`src/rtl/acp_regs.svh`:
```
// constants for the serial command port: addresses, fields, command
// codes and bit counts; included by the fifo and port design files
`ifndef ACP_REGS_SVH
`define ACP_REGS_SVH

// configuration register addresses
`define ACP_ADDR_INPUT_GAIN 2'h0
`define ACP_ADDR_RATE_MODE 2'h1
`define ACP_ADDR_REF_FILTER 2'h2
`define ACP_ADDR_ROUTE_READY 2'h3
`define ACP_CFG_COUNT 4
`define ACP_CFG_RESET 8'h00

// fields of input_gain_config and current_route_ready_config
`define ACP_MUX_HI 7
`define ACP_MUX_LO 4
`define ACP_GAIN_HI 3
`define ACP_GAIN_LO 1
`define ACP_BYPASS_BIT 0
`define ACP_READY_SEL_BIT 1
`define ACP_GAIN_MAX_BYPASS 3'h2

// command opcodes, upper nibble of the command byte
`define ACP_OP_RDATA 4'h1
`define ACP_OP_REGISTER_READ_CMD 4'h2
`define ACP_OP_REGISTER_WRITE_CMD 4'h4

// bit counts on the link
`define ACP_BYTE_LAST 3'h7
`define ACP_BYTE_FIRST 3'h0
`define ACP_RESULT_BITS 5'h10
`define ACP_RESULT_REST 5'h0F
`define ACP_REG_REST 5'h07
`define ACP_TAIL_REST 5'h0F
`define ACP_TAIL_HIGH_FROM 5'h08

// result path
`define ACP_RESULT_WIDTH 16
`define ACP_FIFO_DEPTH 16

`endif

```
`src/rtl/acp_pkg.sv`:
```
// types shared by the serial command port files
// assumes acp_regs.svh supplies the numeric constants
package acp_pkg;

  // what the output shifter is doing
  typedef enum logic [2:0] {
    OUT_IDLE,
    OUT_CONV,
    OUT_RDATA,
    OUT_REGISTER_READ_CMD,
    OUT_TAIL
  } acp_out_mode_t;

  // how the next received byte is taken
  typedef enum logic {
    IN_CMD,
    IN_WDATA
  } acp_in_mode_t;

  typedef logic [7:0] acp_byte_t;

endpackage : acp_pkg

```
`src/rtl/acp_fifo.sv`:
```
// result buffer between the converter core and the serial port
// assumes one clock, synchronous active-high reset, power-of-two depth
`timescale 1ns/1ps
`default_nettype none
`include "acp_regs.svh"

module acp_fifo
  import acp_pkg::*;
#(
  parameter int WIDTH = `ACP_RESULT_WIDTH,
  parameter int DEPTH = `ACP_FIFO_DEPTH
) (
  // clock and reset
  input wire logic clk,
  input wire logic rst,
  // filling side
  input wire logic in_valid,
  output logic in_ready,
  input wire logic [WIDTH-1:0] in_data,
  // draining side
  output logic out_valid,
  input wire logic out_ready,
  output logic [WIDTH-1:0] out_data
);
  localparam int AW = $clog2(DEPTH);
  localparam logic [AW:0] FULL = (AW+1)'(DEPTH);

  logic [WIDTH-1:0] mem [DEPTH];
  logic [AW-1:0] wr_ptr, next_wr_ptr, rd_ptr, next_rd_ptr;
  logic [AW:0] count, next_count;
  logic next_in_ready;
  logic push, pop;

  ////////////////////////////////////////////////////////////////////////
  // pointer and level arithmetic; ready is registered so it can leave
  // the top as a flop output
  always_comb begin
    push = in_valid & in_ready;
    pop = out_valid & out_ready;
    next_wr_ptr = push ? wr_ptr + 1'b1 : wr_ptr;
    next_rd_ptr = pop ? rd_ptr + 1'b1 : rd_ptr;
    next_count = count;
    if (push && !pop) begin
      next_count = count + 1'b1;
    end else if (pop && !push) begin
      next_count = count - 1'b1;
    end
    next_in_ready = next_count != FULL;
  end

  always_ff @(posedge clk) begin
    if (rst) begin
      wr_ptr <= '0;
      rd_ptr <= '0;
      count <= '0;
      in_ready <= 1'b0;
    end else begin
      wr_ptr <= next_wr_ptr;
      rd_ptr <= next_rd_ptr;
      count <= next_count;
      in_ready <= next_in_ready;
    end
  end

  // storage needs no reset; empty slots are never presented
  always_ff @(posedge clk) begin
    if (push) begin
      mem[wr_ptr] <= in_data;
    end
  end

  assign out_valid = count != '0;
  assign out_data = mem[rd_ptr];

endmodule : acp_fifo
`default_nettype wire

```
`src/rtl/acp_port.sv`:
```
// serial command port and configuration bank of the converter
// assumes SCLK, CS_N and DIN come from another clock domain; the
// converter core hands results in over a valid/ready pair on CORE_CLK
//
// Contract
// - conversion read runs while incoming bytes are still decoded as commands
// - read-data or register-read arriving during a conversion read aborts it
// - requested data starts at the first rising edge after the command
// - register write during a conversion read leaves its output alone
// - completed register write restarts the filter with new settings
// - read-data and register-read block further commands until finished
// - combined line is released whenever chip select is high
// - dedicated ready pin is always driven
// - with ready-on-out set, combined line shows ready once selected
// - after a result read, line is low eight clocks then high eight
// - four byte registers reached only through register commands
// - registers clear on reset and hold through power-down
// - register zero holds input select, gain code and bypass bit
// - gain code selects gain of two to the code
// - amplifier stays on for gains eight and above
// - bypass bit zero enables amplifier, one bypasses it below gain eight
// - register map at addresses zero to three as documented
// - command byte opcodes with start address and count minus one
// - register commands end after count plus one data bytes
// - written registers take effect on the last falling edge
// - results leave msb first on rising edges; ready falls on new result
`timescale 1ns/1ps
`default_nettype none
`include "acp_regs.svh"

module acp_port
  import acp_pkg::*;
#(
  parameter int FIFO_DEPTH = `ACP_FIFO_DEPTH
) (
  // clock and reset
  input wire logic CORE_CLK,
  input wire logic SYS_RST,
  // serial link, mode 1
  input wire logic SCLK,
  input wire logic CS_N,
  input wire logic DIN,
  output logic DOUT_O,
  output logic DOUT_OE,
  output logic RDY_N,
  // conversion results from the converter core
  input wire logic RESULT_VALID,
  output logic RESULT_READY,
  input wire logic [`ACP_RESULT_WIDTH-1:0] RESULT_DATA,
  // configuration towards the converter core
  output logic [7:0] CFG_INPUT_GAIN,
  output logic [7:0] CFG_RATE_MODE,
  output logic [7:0] CFG_REF_FILTER,
  output logic [7:0] CFG_ROUTE_READY,
  output logic [7:0] GAIN_FACTOR,
  output logic AMP_ENABLE,
  output logic FILTER_RESTART
);

  ////////////////////////////////////////////////////////////////////////
  // helpers

  // gain is two to the code, so the code is a plain shift
  function automatic acp_byte_t gain_of(input logic [2:0] code);
    gain_of = 8'h01 << code;
  endfunction : gain_of

  // bypass only bites at the three lowest gains
  function automatic logic amp_on(input acp_byte_t cfg0);
    amp_on = !(cfg0[`ACP_BYPASS_BIT] &&
      cfg0[`ACP_GAIN_HI:`ACP_GAIN_LO] <= `ACP_GAIN_MAX_BYPASS);
  endfunction : amp_on

  ////////////////////////////////////////////////////////////////////////
  // pin synchronisers; stage 0 feeds only stage 1

  logic [2:0] sclk_s, next_sclk_s;
  logic [1:0] cs_s, next_cs_s, din_s, next_din_s;
  logic rise, fall, selected, din_bit;

  always_comb begin
    next_sclk_s = {sclk_s[1:0], SCLK};
    next_cs_s = {cs_s[0], CS_N};
    next_din_s = {din_s[0], DIN};
  end

  always_ff @(posedge CORE_CLK) begin
    if (SYS_RST) begin
      sclk_s <= 3'h0;
      cs_s <= 2'h3;
      din_s <= 2'h0;
    end else begin
      sclk_s <= next_sclk_s;
      cs_s <= next_cs_s;
      din_s <= next_din_s;
    end
  end

  // edges come from the second and third stage only
  assign selected = !cs_s[1];
  assign din_bit = din_s[1];
  assign rise = selected && sclk_s[1] && !sclk_s[2];
  assign fall = selected && !sclk_s[1] && sclk_s[2];

  ////////////////////////////////////////////////////////////////////////
  // result buffer; a new word is taken only after the last one was read,
  // so an unread host lets the buffer fill and stalls the core

  logic fifo_valid, fifo_pop;
  logic [`ACP_RESULT_WIDTH-1:0] fifo_data;

  acp_fifo #(
    .WIDTH(`ACP_RESULT_WIDTH),
    .DEPTH(FIFO_DEPTH)
  ) u_fifo (
    .clk(CORE_CLK),
    .rst(SYS_RST),
    .in_valid(RESULT_VALID),
    .in_ready(RESULT_READY),
    .in_data(RESULT_DATA),
    .out_valid(fifo_valid),
    .out_ready(fifo_pop),
    .out_data(fifo_data)
  );

  ////////////////////////////////////////////////////////////////////////
  // serial engine state

  acp_byte_t cfg [`ACP_CFG_COUNT];
  acp_byte_t next_cfg [`ACP_CFG_COUNT];
  acp_byte_t stage [`ACP_CFG_COUNT];
  acp_byte_t next_stage [`ACP_CFG_COUNT];
  logic [`ACP_CFG_COUNT-1:0] stage_mask, next_stage_mask;
  acp_in_mode_t in_mode, next_in_mode;
  acp_out_mode_t out_mode, next_out_mode;
  logic [2:0] bit_cnt, next_bit_cnt;
  logic [6:0] in_sr, next_in_sr;
  logic [1:0] wr_addr, next_wr_addr, wr_left, next_wr_left;
  logic [1:0] rd_addr, next_rd_addr, rd_left, next_rd_left;
  logic [15:0] out_sr, next_out_sr, result_buf, next_result_buf;
  logic [4:0] out_left, next_out_left;
  logic drive, next_drive, out_bit, next_out_bit;
  logic new_flag, next_new_flag, next_restart;
  logic next_dout, next_amp;
  acp_byte_t next_gain;
  acp_byte_t rx;
  logic busy_read;

  // the pop must not meet an edge: a read that starts in the same cycle
  // would take the old word and then lose the new one
  assign fifo_pop = !new_flag && fifo_valid && !rise && !fall;

  always_comb begin
    next_cfg = cfg;
    next_stage = stage;
    next_stage_mask = stage_mask;
    next_in_mode = in_mode;
    next_out_mode = out_mode;
    next_bit_cnt = bit_cnt;
    next_in_sr = in_sr;
    next_wr_addr = wr_addr;
    next_wr_left = wr_left;
    next_rd_addr = rd_addr;
    next_rd_left = rd_left;
    next_out_sr = out_sr;
    next_result_buf = result_buf;
    next_out_left = out_left;
    next_drive = drive;
    next_out_bit = out_bit;
    next_new_flag = new_flag;
    next_restart = 1'b0;
    rx = {in_sr, din_bit};
    busy_read = (out_mode == OUT_RDATA) || (out_mode == OUT_REGISTER_READ_CMD);

    // a fresh result lands in the data buffer and lowers ready
    if (fifo_pop) begin
      next_result_buf = fifo_data;
      next_new_flag = 1'b1;
    end

    if (!selected) begin
      // deselect abandons any half-sent transfer
      next_bit_cnt = `ACP_BYTE_FIRST;
      next_in_mode = IN_CMD;
      next_out_mode = OUT_IDLE;
      next_out_left = 5'h00;
      next_drive = 1'b0;
    end else if (fall) begin
      // input is sampled on falling edges, commands at byte boundaries
      next_in_sr = rx[6:0];
      next_bit_cnt = bit_cnt + 1'b1;
      if (bit_cnt == `ACP_BYTE_LAST) begin
        case (in_mode)
          IN_WDATA: begin
            next_stage[wr_addr] = rx;
            next_stage_mask[wr_addr] = 1'b1;
            next_wr_addr = wr_addr + 1'b1;
            next_wr_left = wr_left - 1'b1;
            if (wr_left == 2'h0) begin
              // all bytes in: commit together on this last edge
              for (int i = 0; i < `ACP_CFG_COUNT; i++) begin
                if (next_stage_mask[i]) begin
                  next_cfg[i] = next_stage[i];
                end
              end
              next_restart = 1'b1;
              next_in_mode = IN_CMD;
            end
          end
          IN_CMD: begin
            // bytes during a conversion read are decoded too
            if (!busy_read) begin
              case (rx[7:4])
                `ACP_OP_RDATA: begin
                  next_out_mode = OUT_RDATA;
                  next_out_sr = result_buf;
                  next_out_left = `ACP_RESULT_BITS;
                  next_new_flag = 1'b0;
                end
                `ACP_OP_REGISTER_READ_CMD: begin
                  next_out_mode = OUT_REGISTER_READ_CMD;
                  next_out_sr = {cfg[rx[3:2]], 8'h00};
                  next_out_left = `ACP_BYTE_FIRST + 5'h08;
                  next_rd_addr = rx[3:2] + 1'b1;
                  next_rd_left = rx[1:0];
                end
                `ACP_OP_REGISTER_WRITE_CMD: begin
                  // output side untouched, a conversion read goes on
                  next_in_mode = IN_WDATA;
                  next_wr_addr = rx[3:2];
                  next_wr_left = rx[1:0];
                  next_stage_mask = '0;
                end
                default: begin
                  next_in_mode = IN_CMD;
                end
              endcase
            end
          end
          default: begin
            next_in_mode = IN_CMD;
          end
        endcase
      end
    end else if (rise) begin
      // output changes on rising edges, msb first
      case (out_mode)
        OUT_IDLE: begin
          if (bit_cnt == `ACP_BYTE_FIRST && new_flag) begin
            next_out_mode = OUT_CONV;
            next_out_bit = result_buf[15];
            next_out_sr = {result_buf[14:0], 1'b0};
            next_out_left = `ACP_RESULT_REST;
            next_drive = 1'b1;
            next_new_flag = 1'b0;
          end else begin
            next_drive = 1'b0;
          end
        end
        OUT_CONV, OUT_RDATA, OUT_REGISTER_READ_CMD: begin
          next_drive = 1'b1;
          if (out_left != 5'h00) begin
            next_out_bit = out_sr[15];
            next_out_sr = {out_sr[14:0], 1'b0};
            next_out_left = out_left - 1'b1;
          end else if (out_mode == OUT_REGISTER_READ_CMD && rd_left != 2'h0) begin
            // next register follows with no gap
            next_out_bit = cfg[rd_addr][7];
            next_out_sr = {cfg[rd_addr][6:0], 9'h000};
            next_out_left = `ACP_REG_REST;
            next_rd_addr = rd_addr + 1'b1;
            next_rd_left = rd_left - 1'b1;
          end else if (out_mode == OUT_REGISTER_READ_CMD) begin
            next_out_mode = OUT_IDLE;
            next_drive = 1'b0;
          end else begin
            // result read: eight low clocks, then eight high
            next_out_mode = OUT_TAIL;
            next_out_bit = 1'b0;
            next_out_left = `ACP_TAIL_REST;
          end
        end
        OUT_TAIL: begin
          if (out_left != 5'h00) begin
            next_out_bit = out_left <= `ACP_TAIL_HIGH_FROM;
            next_out_left = out_left - 1'b1;
          end else begin
            next_out_mode = OUT_IDLE;
            next_drive = 1'b0;
          end
        end
        default: begin
          next_out_mode = OUT_IDLE;
          next_drive = 1'b0;
        end
      endcase
    end

    // idle line shows ready only when ready-on-out is chosen
    if (next_drive) begin
      next_dout = next_out_bit;
    end else if (cfg[`ACP_ADDR_ROUTE_READY][`ACP_READY_SEL_BIT]) begin
      next_dout = !next_new_flag;
    end else begin
      next_dout = 1'b1;
    end
    next_amp = amp_on(next_cfg[`ACP_ADDR_INPUT_GAIN]);
    next_gain = gain_of(next_cfg[`ACP_ADDR_INPUT_GAIN]
      [`ACP_GAIN_HI:`ACP_GAIN_LO]);
  end

  // only SYS_RST clears the bank; otherwise only a completed register write changes it
  always_ff @(posedge CORE_CLK) begin
    if (SYS_RST) begin
      for (int i = 0; i < `ACP_CFG_COUNT; i++) begin
        cfg[i] <= `ACP_CFG_RESET;
        stage[i] <= `ACP_CFG_RESET;
      end
      stage_mask <= '0;
      in_mode <= IN_CMD;
      out_mode <= OUT_IDLE;
      bit_cnt <= `ACP_BYTE_FIRST;
      in_sr <= 7'h00;
      wr_addr <= 2'h0;
      wr_left <= 2'h0;
      rd_addr <= 2'h0;
      rd_left <= 2'h0;
      out_sr <= 16'h0000;
      result_buf <= 16'h0000;
      out_left <= 5'h00;
      drive <= 1'b0;
      out_bit <= 1'b0;
      new_flag <= 1'b0;
      FILTER_RESTART <= 1'b0;
      DOUT_O <= 1'b1;
      DOUT_OE <= 1'b0;
      RDY_N <= 1'b1;
      AMP_ENABLE <= 1'b1;
      GAIN_FACTOR <= 8'h01;
    end else begin
      cfg <= next_cfg;
      stage <= next_stage;
      stage_mask <= next_stage_mask;
      in_mode <= next_in_mode;
      out_mode <= next_out_mode;
      bit_cnt <= next_bit_cnt;
      in_sr <= next_in_sr;
      wr_addr <= next_wr_addr;
      wr_left <= next_wr_left;
      rd_addr <= next_rd_addr;
      rd_left <= next_rd_left;
      out_sr <= next_out_sr;
      result_buf <= next_result_buf;
      out_left <= next_out_left;
      drive <= next_drive;
      out_bit <= next_out_bit;
      new_flag <= next_new_flag;
      FILTER_RESTART <= next_restart;
      DOUT_O <= next_dout;
      DOUT_OE <= selected;
      RDY_N <= !next_new_flag;
      AMP_ENABLE <= next_amp;
      GAIN_FACTOR <= next_gain;
    end
  end

  // configuration leaves straight from the bank flops
  assign CFG_INPUT_GAIN = cfg[`ACP_ADDR_INPUT_GAIN];
  assign CFG_RATE_MODE = cfg[`ACP_ADDR_RATE_MODE];
  assign CFG_REF_FILTER = cfg[`ACP_ADDR_REF_FILTER];
  assign CFG_ROUTE_READY = cfg[`ACP_ADDR_ROUTE_READY];

endmodule : acp_port
`default_nettype wire

```
`config.mk`:
```
export PLATFORM = sky130hd
export DESIGN_NAME = acp_port
export DESIGN_NICKNAME = d
export VERILOG_FILES = /design/src/rtl/acp_pkg.sv /design/src/rtl/acp_fifo.sv /design/src/rtl/acp_port.sv
export VERILOG_INCLUDE_DIRS = /design/src /design/src/rtl
export SDC_FILE = /design/constraint.sdc
export NUM_CORES = 1
export LEC_CHECK = 0
export BUFFER_PORTS_ARGS = -buffer_cell sky130_fd_sc_hd__buf_2
export CAP_MARGIN = 20
export CORE_ASPECT_RATIO = 0.6
export CORE_MARGIN = 2
export CORE_UTILIZATION = 40
export DETAILED_ROUTE_END_ITERATION = 8
export GPL_TIMING_DRIVEN = 1
export PLACE_DENSITY = 0.57
export SLEW_MARGIN = 5
export SYNTH_ARGS = -nofsm -noshare
export SYNTH_HDL_FRONTEND = slang
export SYNTH_SLANG_ARGS = --single-unit
```
`constraint.sdc`:
```
create_clock -name CORE_CLK -period 2.83 [get_ports CORE_CLK]
set_clock_uncertainty 0.2 [all_clocks]
set_input_delay 0 -clock CORE_CLK [delete_from_list [all_inputs] [get_ports CORE_CLK]]
set_output_delay 0 -clock CORE_CLK [all_outputs]
set_load 0.01 [all_outputs]
```
==> qor.yml, run 1 <==
hp-class: "input pin to register"
synth_edf_count: 256
syn_avg_cell_area_um2: 14.2
maxCapViolations: 0
synth.distinct_cells: 66
p_per_area_mw_per_mm2: 731
grt_pass1_vias: 10300
critPathLaunchType: "register"
cts.repair.resized: 0
yosys.area.top_type: "edfxtp_1"
synth.area.top_cells: "edfxtp_1 44%, dfxtp_1 19%, mux4_2 12%"
met1_length_um: 22200
dieArea_mm2: 0.0453
root_buffer: "clkbuf_16"
rows: 59
multi_input_area_mm2: 0.00609
syn-num-nets: 1270
die_y_um: 166
relSlewSlack: 0.495
synth_warnings: 0
maxUsedRoutingLayer: "met4"
hold_viol: 0
r2r.worst_path.cells: 8
vdd_ir_drop_max_v: 0.000424
route.vias.total: 10700
initial_core_util: 0.404
htree_levels: 2
crit_path_end: "out_sr[12]"
synthArstFlopShare: 0
clock_sinks: 420
grt_usage: 0.190
routedWlPerCell_um: 22.0
io_buffers: 67
drc: 0
wl_met2_um: 17300
io_pins: 68
grt_pass1_wl_um: 65100
drtPass1Iterations: 5
finalWeightedCongestion: 0.837
endpoint_kind: "register"
syn-instance-count: 1229
vias_per_cell: 5.49
place_ws_ns: 0.170
rsz0062_at_grt: "true"
reg2reg_from: "bit_cnt[0]"
gr-total-overflow: 0
clockBufferDepth: 3
dieWidth_um: 274
synth-seq-cells: 420
cp_max_fo: 11
yosysSeqAreaShare: 0.629
finalSetupViolations: 0
diodes: 0
placedCellCount: 1852
final_cells: 1953
criticalPathCategory: "register to register"
worst_ep_required_time_ns: 3.11
cts_setup_buffers: 0
clock.fmax_mhz: 368
synth.top_cell.area_share: 0.441
cts_buffers: 41
fin_ws_ns: 0.112
grt_max_degree: 85
syn_area_mm2: 0.0174
crit_arrival_ns: 2.99
finalCriticalPeriod_ns: 2.72
fillers: 3754
hpwl_um: 27600
clkTransAtPathRegs_ns: 0.07
clk_latency_ns: 0.55
area_growth_pct: 16.7
fin_nets: 1383
ant_nets: 0
worst_pin_slew_ns: 0.754
seqCellArea_mm2: 0.0110
power_leakage_uw: 0.00683
wl_met3_um: 2960
period_share: 0.960
startpoint: "bit_cnt[0]"
maxSlewViolCount: 0
drt-total-wl_um: 42900
status: "completed"
drive_gt1_frac: 0.238
drtIter0Drc: 1077
worstReg2RegEnd: "out_sr[12]"
antenna_found_initial: 0
core_mm2: 0.0432
r2r_setup_slack_ns: 0.11
cts_tree: "yes"
ys.flop_type: "edfxtp_1"
[final cells by class]
class                   instances  area share
clock buffers                  57      0.0594
inverters                      22     0.00406
well taps                     579      0.0356
repair buffers                154      0.0573
clock inverters                18     0.00437
multi-input cells             703       0.300
flip-flops and latches        420       0.540
[layout by cell type (no fill, tap or decap), drive strengths merged, types with 6 or more instances in the layout]
master / count
ha: 19
mux4: 96
nand2b: 19
nor2b: 10
mux2i: 81
or2: 6
dlygate4sd3: 25
inv: 23
dfxtp: 164
clkbuf: 57
a221oi: 11
clkinv: 16
xor2: 7
edfxtp: 256
a211oi: 32
a21oi: 47
nor2: 158
nand2: 70
a22o: 8
o2111ai: 13
nand4: 7
xnor2: 10
buf: 129
nor3: 16
a31oi: 12
nand3: 11
o21ai: 14
[worst min-delay path by stage]
stage,start,to,cells after the start
2_1_floorplan,RESULT_DATA[0],u_fifo.mem[0][0],0
3_3_place_gp,CS_N,cs_s[0],2
3_5_place_dp,CS_N,cs_s[0],2
4_1_cts,RESULT_DATA[11],u_fifo.mem[3][11],2
5_1_grt,RESULT_DATA[13],u_fifo.mem[4][13],2
6_report,RESULT_DATA[4],u_fifo.mem[14][4],2
[report_power, final]
part / switching (uW) / total, uW / internal [uW]
logic: 1270 / 2600 / 1330
registers: 269 / 6990 / 6720
clock network: 2300 / 5290 / 2980
total: 3840 / 14900 / 11000
[cells in the mapped netlist, types with 6 or more instances]
| master | instances |
|---|---|
| buf_1 | 7 |
| mux4_2 | 96 |
| nand2b_1 | 19 |
| a31oi_1 | 12 |
| nand3_1 | 11 |
| o21ai_0 | 14 |
| nand2_1 | 70 |
| a21oi_1 | 45 |
| nor2_1 | 157 |
| ha_1 | 19 |
| buf_2 | 20 |
| a22o_1 | 8 |
| xnor2_1 | 10 |
| xor2_1 | 7 |
| mux2i_1 | 81 |
| nor2b_1 | 10 |
| clkbuf_1 | 55 |
| a221oi_1 | 10 |
| dfxtp_1 | 164 |
| nand4_1 | 7 |
| or2_2 | 6 |
| edfxtp_1 | 256 |
| a211oi_1 | 32 |
| nor3_1 | 16 |
| o2111ai_1 | 13 |
| inv_1 | 22 |
[through the flow]
| stage | cell area (um2) | hold slack [ns] | setup TNS [ns] | total power [uW] | utilization |
|---|---|---|---|---|---|
| 6_report | 20300 | 0.181 | 0 | 14900 | 0.471 |
| 5_1_grt | 20300 | 0.198 | -0.00914 | 15500 | 0.471 |
| 4_1_cts | 20300 | 0.167 | 0 | 15000 | 0.471 |
| 3_5_place_dp | 18800 | -0.00838 | 0 | 9710 | 0.435 |
| 3_3_place_gp | 18800 | -0.00286 | 0 | 9680 | 0.435 |
| 2_1_floorplan | 17400 | -0.101 | 0 | 8880 | - |
[registers in the layout, indices dropped and copies added (netlist names), 4 cells and up]
| signal | cells |
|---|---|
| out_sr | 16 |
| u_fifo.wr_ptr | 4 |
| result_buf | 16 |
| u_fifo.mem | 256 |
| stage_mask | 4 |
| stage | 32 |
| CFG_ROUTE_READY | 8 |
| in_sr | 7 |
| u_fifo.count | 5 |
| u_fifo.rd_ptr | 4 |
| CFG_REF_FILTER | 8 |
| GAIN_FACTOR | 8 |
| CFG_RATE_MODE | 8 |
| out_left | 5 |
| CFG_INPUT_GAIN | 8 |
[timing repair]
| action | CTS | global route |
|---|---|---|
| endpoints found under the setup margin | 0 | 2 |
| hold buffers | 25 | 0 |
| endpoints found under the hold margin | 346 | 0 |
[per-layer routing]
metal	GRT usage	vias to the layer above
li1	-	4893
met1	0.318	5463
met2	0.252	323
met3	0.0386	46
met4	0.0316	0
met5	0	-
[critical path, cell delays in order (launching register included)]
cell       delay, ns
dfxtp_1         0.37
ha_1            0.18
ha_1            0.18
nor2b_1         0.28
nand4_1         0.13
a221o_1         0.50
o21ba_2         0.47
o2111ai_1       0.16
a31oi_1         0.18
[cell families after synthesis]
family | Yosys count | synth area share
compound gates | 166 | 0.0671
xor+xnor | 17 | 0.00854
fa+ha+maj | 19 | 0.0136
buf+inv | 107 | 0.0253
flops | 420 | 0.629
mux | 178 | 0.171
simple gates | 322 | 0.0850
No activity file was read; power rests on OpenSTA's default activity.
==> inputs of run 2 (changes only) <==
GPL_TIMING_DRIVEN = 0   (was 1)
PLACE_DENSITY = 0.63   (was 0.57)
==> qor.yml, run 2 (same netlist as run 1, synthesis figures left out) <==
grt_pass1_wl_um: 68200
final_cells: 2001
worst_ep_required_time_ns: 3.03
die_y_um: 166
layout_common_cells: "256 x edfxtp_1, 164 x dfxtp_1, 142 x nor2_1"
vias_per_cell: 5.60
vdd_ir_drop_max_v: 0.000462
p_per_area_mw_per_mm2: 748
diodes: 0
multi_input_area_mm2: 0.00614
area_growth_pct: 19.1
hpwl_um: 31400
hp-class: "input pin to register"
hold_viol: 0
fillers: 3725
antenna_found_initial: 0
largest_reg_flops: 256
cts_tree: "yes"
io_buffers: 67
r2r.worst_path.cells: 6
fin_nets: 1430
power_leakage_uw: 0.00695
clockBufferDepth: 3
seqCellArea_mm2: 0.0110
final_common_cell: "edfxtp_1"
r2r_setup_slack_ns: 0.12
holdWs_ns: 0.161
drive_gt1_frac: 0.235
endpoint_kind: "register"
core_mm2: 0.0432
clkTransAtPathRegs_ns: 0.07
status: "completed"
rsz0062_at_grt: "false"
startpoint: "u_fifo.rd_ptr[0]"
worstReg2RegEnd: "result_buf[13]"
initial_core_util: 0.404
cts_buffers: 41
route.vias.total: 11200
finalCriticalPeriod_ns: 2.71
clock.fmax_mhz: 370
period_share: 0.956
placedCellCount: 1895
grt_usage: 0.199
largest-register: "u_fifo.mem"
grt_max_degree: 17
maxCapViolations: 0
gr-total-overflow: 0
dieWidth_um: 274
drc: 0
drt-total-wl_um: 44900
finalSetupViolations: 0
reg2reg_from: "u_fifo.rd_ptr[0]"
io_pins: 68
grt_pass1_vias: 10900
reg.largest.list: "u_fifo.mem: 256 flops, stage: 32 flops"
criticalPathCategory: "register to register"
drtIter0Drc: 1246
clk_latency_ns: 0.57
worst_pin_slew_ns: 0.877
root_buffer: "clkbuf_16"
cp_max_fo: 10
critPathLaunchType: "register"
clock_sinks: 420
routedWlPerCell_um: 22.4
ant_nets: 0
crit_arrival_ns: 2.91
maxSlewViolCount: 0
finalWeightedCongestion: 0.877
dieArea_mm2: 0.0453
relSlewSlack: 0.415
drtPass1Iterations: 5
rows: 59
crit_path_end: "result_buf[13]"
htree_levels: 2
run 2: how the worst min path moves through the flow:
stage | start | endpoint | slack (ns) | cells after the start
finish | RESULT_DATA[9] | u_fifo.mem[6][9] | 0.16 | 2
floorplan | RESULT_DATA[0] | u_fifo.mem[0][0] | -0.10 | 0
global route | RESULT_DATA[9] | u_fifo.mem[6][9] | 0.19 | 2
CTS | RESULT_DATA[9] | u_fifo.mem[6][9] | 0.15 | 2
detailed placement | CS_N | cs_s[0] | -0.008 | 2
global placement | CS_N | cs_s[0] | -0.01 | 2
run 2: metrics by stage:
step / cell area, um2 / util / worst slack, ns / setup TNS (ns) / power, uW
floorplan: 17400 / - / 0.139 / 0 / 8880
global placement: 18500 / 0.428 / -1.40 / -123.71 / 9680
detailed placement: 18900 / 0.438 / -0.329 / -4.25 / 9740
CTS: 20700 / 0.478 / -0.116 / -0.627 / 15600
global route: 20800 / 0.481 / 0.0120 / 0 / 16100
finish: 20800 / 0.481 / 0.125 / 0 / 15500
run 2: worst max-delay path, stage by stage (launching register included):
cell and delay [ns]:
dfxtp_1 0.39, buf_4 0.26, buf_4 0.32, mux4_2 0.61
mux4_2 0.53, mux2i_1 0.16, nor2_1 0.05
run 2: power breakdown:
part           total, uW  switching, uW  internal, uW  leakage [uW]
logic               2820           1470          1350       0.00262
registers           6950            229          6720       0.00363
clock network       5760           2430          3330      0.000701
total              15500           4130         11400       0.00695
run 2: layout make-up:
type	instances	share of cell area
clock inverter	28	0.0168
clock buffer	48	0.0521
buffer	85	0.0197
tap	579	0.0349
sequential	420	0.529
multi-input combinational	702	0.296
timing repair buffer	117	0.0480
inverter	22	0.00398
run 2: timing repair:
item / 4_1_cts / 5_1_grt
gates resized for setup: 15 / 23
endpoints found under the hold margin: 284 / 0
hold buffers: 26 / 0
setup buffers: 0 / 4
pin swaps: 0 / 3
setup endpoints to repair: 26 / 78
run 2: metal layers:
| layer | up-vias | wire [um] | GRT usage |
|---|---|---|---|
| li1 | 4998 | - | - |
| met1 | 5640 | 21200 | 0.319 |
| met2 | 497 | 18500 | 0.270 |
| met3 | 65 | 4500 | 0.0521 |
| met4 | 0 | 686 | 0.0404 |
| met5 | - | 0 | 0 |
